<file path="config.mk">
export PLATFORM = sky130hd
export DESIGN_NAME = ios_indicator_select
export DESIGN_NICKNAME = d
export VERILOG_FILES = /design/src/ios_pkg.sv /design/src/ios_stretch_if.sv /design/src/ios_indicator_select.sv /design/src/ios_stretcher.sv
export SDC_FILE = /design/constraint.sdc
export NUM_CORES = 1
export LEC_CHECK = 0
export ABC_AREA = 1
export BUFFER_PORTS_ARGS = -buffer_cell sky130_fd_sc_hd__buf_4
export CORE_ASPECT_RATIO = 0.7
export CORE_UTILIZATION = 49
export DETAILED_ROUTE_END_ITERATION = 8
export PLACE_DENSITY = 0.84
export SLEW_MARGIN = 30
export SYNTH_ARGS = -nofsm -noshare
export SYNTH_HDL_FRONTEND = slang
export SYNTH_SLANG_ARGS = --single-unit
</file>
<file path="constraint.sdc">
create_clock -name i_sys_clk -period 2.05 [get_ports i_sys_clk]
set_clock_uncertainty 0.05 [all_clocks]
set_input_delay 0.1025 -clock i_sys_clk [delete_from_list [all_inputs] [get_ports i_sys_clk]]
set_output_delay 0.1025 -clock i_sys_clk [all_outputs]
set_load 0.02 [all_outputs]
</file>
<file path="src/ios_pkg.sv">
// Purpose: shared constants for the third indicator output select block
// Assumes: one 20 MHz system clock, AHB-Lite register access
// Notes: all register fields and bus encodings live here
package ios_pkg;
  localparam int unsigned CLK_HZ = 20_000_000;
  localparam logic [31:0] ISEL_ADDR = 32'h0000_0000;
  localparam int unsigned F_COL = 0;
  localparam int unsigned F_JAB = 1;
  localparam int unsigned F_RX = 2;
  localparam int unsigned F_POL = 3;
  localparam int unsigned F_TX = 4;
  localparam int unsigned F_RXQ = 5;
  localparam int unsigned F_PSE = 7;
  localparam int unsigned F_RAW = 15;
  localparam logic [15:0] ISEL_RESET = 16'h0090;
  localparam logic [15:0] ISEL_WMASK = 16'h00BF;
  localparam int unsigned STRETCH_CYCLES_DEF = 2000;
  localparam int unsigned SYNC_STAGES = 2;
  localparam logic [2:0] HSIZE_WORD = 3'h2;
  localparam logic HRESP_OKAY = 1'b0;
endpackage

</file>
<file path="src/ios_stretch_if.sv">
// Purpose: carries the raw indicator state to the pulse stretcher and back
// Assumes: both ends on i_sys_clk
// Notes: shaped is already the final pin value before the output flop
`timescale 1ns/100ps
`default_nettype none
interface ios_stretch_if;
  logic raw;
  logic enable;
  logic shaped;
  modport ctrl (output raw, output enable, input shaped);
  modport strt (input raw, input enable, output shaped);
endinterface // ios_stretch_if
`default_nettype wire

</file>
<file path="src/ios_indicator_select.sv">
// Purpose: selects which network events drive the third indicator pin
// Assumes: event inputs come from other clock domains; AHB-Lite slave
// Notes: one 16-bit register in the low half of one word, zero wait states
// What this block does
// - the pin shows the OR of every event whose enable bit is set.
// - after reset only transmit activity is enabled, with stretching on.
// - bit 15 reads back the combined state before stretching.
// - reserved bits read as zero and software writes them as zero.
// - with the match qualifier set only address-matched receives count.
// - bit 4 adds transmit activity to the OR when set.
// - bit 3 asserts the pin while receive polarity is correct.
// - bit 7 stretches each assertion, else the raw state is driven.
// - bit 2 adds receive activity to the OR when set.
// - bit 1 adds the jabber condition to the OR when set.
// - bit 0 adds collision activity to the OR when set.
`timescale 1ns/100ps
`default_nettype none
module ios_indicator_select #(
  parameter int unsigned STRETCH_CYCLES = ios_pkg::STRETCH_CYCLES_DEF
) (
  input wire logic i_sys_clk,
  input wire logic i_rst,
  input wire logic i_hsel,
  input wire logic [31:0] i_haddr,
  input wire logic [1:0] i_htrans,
  input wire logic i_hwrite,
  input wire logic [2:0] i_hsize,
  input wire logic [31:0] i_hwdata,
  input wire logic i_hready,
  output logic o_hreadyout,
  output logic [31:0] o_hrdata,
  output logic o_hresp,
  input wire logic i_tx_activity,
  input wire logic i_rx_activity,
  input wire logic i_rx_addr_match,
  input wire logic i_rx_polarity_ok,
  input wire logic i_jabber,
  input wire logic i_collision,
  output logic o_third_indicator_pin
);
  logic [5:0] sync1_q;
  logic [5:0] sync2_q;
  logic tx_s;
  logic rx_s;
  logic am_s;
  logic pol_s;
  logic jab_s;
  logic col_s;
  logic [15:0] cfg_q;
  logic raw_d;
  logic raw_q;
  logic pin_q;
  logic wr_pend_q;
  logic [31:0] rdata_q;
  logic [15:0] cfg_view;
  logic [4:0] contrib;
  logic addr_phase;

  ios_stretch_if s_if ();

  function automatic logic reg_hit(input logic [31:0] addr);
    reg_hit = addr[31:2] == ios_pkg::ISEL_ADDR[31:2];
  endfunction

  // only whole-word writes are honoured; other sizes complete but store nothing
  function automatic logic [15:0] wr_value(input logic [31:0] data);
    wr_value = data[15:0] & ios_pkg::ISEL_WMASK;
  endfunction

  // event sources are asynchronous to the system clock
  always_ff @(posedge i_sys_clk) begin
    if (i_rst) begin
      sync1_q <= 6'h00;
      sync2_q <= 6'h00;
    end else begin
      sync1_q <= {i_collision, i_jabber, i_rx_polarity_ok,
                  i_rx_addr_match, i_rx_activity, i_tx_activity};
      sync2_q <= sync1_q;
    end
  end

  assign tx_s = sync2_q[0];
  assign rx_s = sync2_q[1];
  assign am_s = sync2_q[2];
  assign pol_s = sync2_q[3];
  assign jab_s = sync2_q[4];
  assign col_s = sync2_q[5];

  // per-source contributions, each gated by its enable bit
  assign contrib[0] = cfg_q[ios_pkg::F_COL] && col_s;
  assign contrib[1] = cfg_q[ios_pkg::F_JAB] && jab_s;
  assign contrib[2] = cfg_q[ios_pkg::F_RX] && rx_s &&
                      (!cfg_q[ios_pkg::F_RXQ] || am_s);
  assign contrib[3] = cfg_q[ios_pkg::F_POL] && pol_s;
  assign contrib[4] = cfg_q[ios_pkg::F_TX] && tx_s;
  assign raw_d = |contrib;

  always_ff @(posedge i_sys_clk) begin
    if (i_rst) begin
      raw_q <= 1'b0;
    end else begin
      raw_q <= raw_d;
    end
  end

  assign s_if.raw = raw_q;
  assign s_if.enable = cfg_q[ios_pkg::F_PSE];

  ios_stretcher #(
    .STRETCH_CYCLES(STRETCH_CYCLES)
  ) u_stretch (
    .i_sys_clk(i_sys_clk),
    .i_rst(i_rst),
    .s_if(s_if)
  );

  always_ff @(posedge i_sys_clk) begin
    if (i_rst) begin
      pin_q <= 1'b0;
    end else begin
      pin_q <= s_if.shaped;
    end
  end

  // bus slave: zero wait states, so hready from this slave is always high
  assign addr_phase = i_hsel && i_hready && i_htrans[1];

  always_ff @(posedge i_sys_clk) begin
    if (i_rst) begin
      wr_pend_q <= 1'b0;
    end else begin
      wr_pend_q <= addr_phase && i_hwrite && reg_hit(i_haddr) &&
                   i_hsize == ios_pkg::HSIZE_WORD;
    end
  end

  always_ff @(posedge i_sys_clk) begin
    if (i_rst) begin
      cfg_q <= ios_pkg::ISEL_RESET;
    end else if (wr_pend_q) begin
      cfg_q <= wr_value(i_hwdata);
    end
  end

  // forward a write still in its data phase so a back-to-back read sees it
  always_comb begin
    cfg_view = wr_pend_q ? wr_value(i_hwdata) : cfg_q;
    cfg_view[ios_pkg::F_RAW] = raw_q;
  end

  always_ff @(posedge i_sys_clk) begin
    if (i_rst) begin
      rdata_q <= 32'h0000_0000;
    end else if (addr_phase && !i_hwrite && reg_hit(i_haddr)) begin
      rdata_q <= {16'h0000, cfg_view};
    end else if (addr_phase) begin
      rdata_q <= 32'h0000_0000;
    end
  end

  assign o_hrdata = rdata_q;
  assign o_hreadyout = 1'b1;
  assign o_hresp = ios_pkg::HRESP_OKAY;
  assign o_third_indicator_pin = pin_q;
endmodule // ios_indicator_select
`default_nettype wire

</file>
<file path="src/ios_stretcher.sv">
// Purpose: lengthens each indicator assertion by a fixed number of cycles
// Assumes: raw is a registered level on i_sys_clk
// Notes: with stretching off the raw level passes straight through
`timescale 1ns/100ps
`default_nettype none
module ios_stretcher #(
  parameter int unsigned STRETCH_CYCLES = ios_pkg::STRETCH_CYCLES_DEF
) (
  input wire logic i_sys_clk,
  input wire logic i_rst,
  ios_stretch_if.strt s_if
);
  localparam int unsigned CW = $clog2(STRETCH_CYCLES + 1);
  localparam logic [CW-1:0] LOAD = CW'(STRETCH_CYCLES);
  logic [CW-1:0] cnt_q;

  // counter reloads while raw is high so each occurrence gets the full tail
  always_ff @(posedge i_sys_clk) begin
    if (i_rst || !s_if.enable) begin
      cnt_q <= '0;
    end else if (s_if.raw) begin
      cnt_q <= LOAD;
    end else if (cnt_q != '0) begin
      cnt_q <= cnt_q - CW'(1);
    end
  end

  assign s_if.shaped = s_if.enable ? (s_if.raw || cnt_q != '0) : s_if.raw;
endmodule // ios_stretcher
`default_nettype wire

</file>
# --- After elaboration in Yosys (flattened, before gate mapping) ---
# Cells that the tools add are included.
word_totals:
  reg_bits: 57
  latch_bits: 0
  ram_bits: 0
  rom_bits: 0
  input_bits: 80
  out_inout_bits: 35
  wordCells: 42
  mem_count: 0
classes:
  addsub: 1
  multipliers: 0
  div: 0
  magnitude_cmp: 0
  eq_ne: 1
  n_shift: 0
  muxes: 6
  bitwise: 0
  n_reduce_logical: 25
op_table:
  columns: ["op", "count"]
  rows:
  - ["$mux 16", 2]
  - ["$logic_not 30->1", 1]
  - ["$mux 11", 2]
  - ["$mux 15", 1]
  - ["$logic_and 1x1->1", 13]
  - ["$reduce_bool 11->1", 1]
  - ["$sub 11x1->11 const B", 1]
  - ["$reduce_or 5->1", 1]
  - ["$reduce_bool 2->1", 2]
  - ["$eq 3x2->1 const B", 1]
  - ["$logic_not 1->1", 3]
  - ["$logic_or 1x1->1", 3]
  - ["$reduce_or 2->1", 1]
  - ["$mux 1", 1]

# --- Depth between registers and ports, before layout ---
depth:
  ltp_word: 5
  mapped_depth: 10
  ltp_nobuf: 10

# --- Cells and area by module ---
# A second synthesis with hierarchy kept.
unflattened:
  cells_unflattened: 312
  hier_area_um2: 2422.3
by_module_without_submodules:
  columns: ["module", "instances", "cells_each", "area_each_um2", "seq_area_each_um2"]
  rows:
  - ["ios_indicator_select", 1, 222, 1830.5, 920.9]
  - ["ios_stretcher", 1, 90, 591.8, 220.2]

# --- Least setup slack after synthesis ---
# OpenSTA, ideal clock, no wires.
synth_timing:
  path_type: "register -> register"
  start: "register u_stretch.cnt_q[0]"
  end: "register u_stretch.cnt_q[0]"
  setup_ns: 0.121
  t_arrival_ns: 1.158
  t_required_ns: 1.879
  setup_slack_ns: 0.721
  path_stages_with_launch: 8
  path_buffers: 0
  period_less_slack_ns: 1.329
  cell_sequence: "dfxtp_1 -> inv_1 -> ha_1 -> nand3_1 -> inv_1 -> nand4_2 -> o21ai_0 -> a21oi_1"
synth_via:
  elab_chain_cells: 1
  elab_cells_between_ends: 2
  cone_classes: "add/sub: 1; reduce/logical: 1"
synth_lines:
  columns: ["item", "line_no", "text"]
  rows:
  - ["start, declared", "ios_stretcher.sv:15", "logic [CW-1:0] cnt_q;"]
  - ["start signal, assigned", "ios_stretcher.sv:24", "cnt_q <= cnt_q - CW'(1);"]
  - ["$sub 11x1->11 or $reduce_bool 11->1 (tied branches)", "ios_stretcher.sv:24, ios_stretcher.sv:23", null]
# Parallel ways exist; a longest one is shown, timed or not.
# A chain may end at the register's enable or synchronous reset.

# --- Worst setup path after layout ---
layout_timing:
  start: "input i_hsize[2]"
  end: "register wr_pend_q"
layout_via:
  elab_chain_cells: 2
layout_lines:
  columns: ["item", "line_no", "text"]
  rows:
  - ["start, declared", "ios_indicator_select.sv:27", "input wire logic [2:0] i_hsize,"]
  - ["$eq 3x2->1", "ios_indicator_select.sv:133", "i_hsize == ios_pkg::HSIZE_WORD;"]
  - ["$logic_and 1x1->1", "ios_indicator_select.sv:132", "wr_pend_q <= addr_phase && i_hwrite && reg_hit(i_haddr) &&"]
  - ["end signal, assigned", "ios_indicator_select.sv:132", null]
  - ["end, declared", "ios_indicator_select.sv:53", "logic wr_pend_q;"]
# No other way between the ends.

==> results.sh <==
export IMPL_clock_sinks=57
export IMPL_clock_fmax_mhz=614.3
export IMPL_crit_arrival_ns=1.82
export IMPL_seqPwrFrac_pct=43.1
export IMPL_nets=472
export IMPL_worst_pin_slew_ns=0.6769
export IMPL_power_frac_comb_pct=24.0
export IMPL_drcViolationCount=9
export IMPL_core_area_mm2=0.004479
export IMPL_postRouteAntennaNets=0
export IMPL_post_dp_hpwl_mm=3.582
export IMPL_grt_pass1_vias=1964
export IMPL_clkSlewWorstSetupHoldPaths_ns=0.06
export IMPL_synth_seq_cells=57
export IMPL_clkPwrFrac_pct=32.9
export IMPL_cts_buffers=9
export IMPL_drtPass1Iterations=7
export IMPL_netlist_top_cell_by_area="dfxtp_1"
export IMPL_finalSetupTns_ns=0
export IMPL_die_w_um=84.88
export IMPL_critPathLaunchType="input port"
export IMPL_grt_max_degree=23
export IMPL_syn_to_final_growth_pct=32.66
export IMPL_routed_wl_mm=5.073
export IMPL_p_leak_nw=1.592
export IMPL_synth_async_reset_ratio_pct=0
export IMPL_grt_pass1_wl_mm=8.293
export IMPL_synthFlopType="dfxtp_1"
export IMPL_cts_resized=0
export IMPL_violations="design-rule violations"
export IMPL_die_area_mm2=0.005094
export IMPL_drive_gt1_share_pct=25.89
export IMPL_clock_tree_buffer_depth=2
export IMPL_path_class="in -> reg"
export IMPL_p_switching_mw=0.8806
export IMPL_rsz0062_at_grt="false"
export IMPL_swShare_pct=29.87
export IMPL_grt_antenna_before_repair=0
export IMPL_hold_path_class="in -> reg"
export IMPL_wl_per_cell_um=11.30
export IMPL_htreeDepth=3
export IMPL_setup_viol=0
export IMPL_hold_viol=0
export IMPL_post_synth_top_count_cell="nand2_1"
export IMPL_drv_cap=0
export IMPL_maxSlewHeadroom_pct=54.82
export IMPL_fin_crit_ns=1.628
export IMPL_gp_congestion=0.8265
export IMPL_ys_top_cells_by_area="dfxtp_1, nand2_1, inv_1, nor2_1, nand3_1"
export IMPL_cts_root_buffer="clkbuf_8"
export IMPL_track_usage_pct=21.66
export IMPL_hold_ws_ns=0.03652
export IMPL_worstPathRequired_ns=2.24
export IMPL_ys_warn_count=0
export IMPL_synth_cell_area_mm2=0.002356
export IMPL_ir_worst_vdd_uv=606.4
export IMPL_dr_first_iter_drc_count=92
export IMPL_n_antenna_cell=0
export IMPL_final_core_util_pct=69.78
export IMPL_critPathCaptureType="flip-flop"
export IMPL_cp_max_fo=1
export IMPL_ys_types=32
export IMPL_fp_dieH_um=60.02
export IMPL_syn_inst=309
export IMPL_synth_top_cell_area_share_pct=48.43
export IMPL_row_count=20
export IMPL_netlist_top_cells_count="nand2_1, dfxtp_1, inv_1, nor2_1, nand3_1"
export IMPL_clock_latency_ns=0.33
export IMPL_slew_violations=0
export IMPL_seq_area_frac_synth_pct=48.43
export IMPL_p_int_mw=2.067
export IMPL_grt_overflow_total=0
export IMPL_vias_per_cell=4.677
export IMPL_synth_edf_count=0
export IMPL_fin_crit_sh_pct=79.41
export IMPL_port_buffers=68
export IMPL_synth_avg_cell_area_um2=7.625
export IMPL_initial_core_util_pct=52.60
export IMPL_power_density_mw_per_mm2=943.1
export IMPL_io_pins=115
export IMPL_status="finished, violations left"
export IMPL_via_count=2100
export IMPL_power_mw=2.948
export IMPL_tritoncts="yes"
metrics by stage:
| stage | cells | setup WS, ns | cell area [um^2] |
|---|---|---|---|
| 3_5_place_dp | 424 | 0.5392 | 2833 |
| 6_report | 449 | 0.4222 | 3126 |
| 2_1_floorplan | 325 | 0.7211 | 2416 |
| 5_1_grt | 449 | 0.3453 | 3126 |
| 4_1_cts | 449 | 0.4348 | 3126 |
| 3_3_place_gp | 424 | 0.5883 | 2833 |
cell type report:
type                            instances  area [um^2]
Clock buffer                           10        137.6
Fill cell                             371         1354
Sequential cell                        57         1141
Inverter                               45        168.9
Clock inverter                          4        45.04
Timing Repair Buffer                   80        628.1
Multi-Input combinational cell        198        935.9
Tap cell                               55        68.82
path summary, 6_finish.rpt:
check / startpoint / end / slack [ns] / cells past startpoint
hold / removal: i_rst / o_hrdata[7] / 0.04 / 2
setup reg to reg: u_stretch.cnt_q[0] / u_stretch.cnt_q[1] / 0.47 / 7
setup / recovery: i_hsize[2] / wr_pend_q / 0.42 / 6
hold reg to reg: sync1_q[2] / sync2_q[2] / 0.35 / 2
cells in the final DEF (no fill, tap or decap), types with 2 or more instances in the layout:
cell           synthesis  final
a21oi_1               12     12
inv_1                 44     44
buf_4                 18     69
dfxtp_1               57     57
clkinv_2               0      3
or2_2                  2      2
nor2_1                42     42
nor3_1                 2      2
clkbuf_8               0     10
dlygate4sd3_1          0     11
nor2_2                 2      2
nand2_1               58     58
o21ai_2               10     10
o21ai_0                6      6
nand3_1               30     30
conb_1                 2     18
o21ai_1                3      3
per-layer routing:
metal | GRT usage, % | up-vias | wire (um)
li1 | - | 1086 | -
met1 | 23.32 | 915 | 2117
met2 | 38.21 | 86 | 2387
met3 | 8.840 | 13 | 460
met4 | 10.17 | 0 | 108
met5 | 0 | - | 0
timing repair:
action	CTS	global route
hold endpoints to repair	9	0
hold buffers	11	0
buffers inserted	0	0
power groups by stage:
stage | logic (mW) | registers, mW | clock network (mW)
after floorplan | 0.520 | 1.29 | 0
after global placement | 0.648 | 1.29 | 0
after detailed placement | 0.674 | 1.29 | 0
after CTS | 0.699 | 1.27 | 0.998
after global routing | 0.798 | 1.28 | 1.04
final | 0.706 | 1.27 | 0.971
registers in the layout (all words and copies together) (netlist names):
name,count
cfg_q,15
sync2_q,6
wr_pend_q,1
u_stretch.cnt_q,11
o_third_indicator_pin,1
sync1_q,6
o_hrdata,16
raw_q,1
critical path: stages:
cell           delay, ns
dlygate4sd3_1       0.54
buf_4               0.13
nor3b_1             0.15
dlygate4sd3_1       0.57
nand3_1             0.06
nor4_1              0.26
logic make-up after synthesis:
| group | after synthesis | share of synthesized area [%] |
|---|---|---|
| AND/OR/NAND/NOR | 143 | 26.39 |
| buffers and inverters | 70 | 14.39 |
| AO/OA/AOI/OAI | 34 | 9.188 |
| other | 2 | 0.3188 |
| adder cells (fa/ha/maj) | 1 | 0.5310 |
| flip-flops | 57 | 48.43 |
| XOR/XNOR | 2 | 0.7436 |
Power figures use the tool's default switching activity.
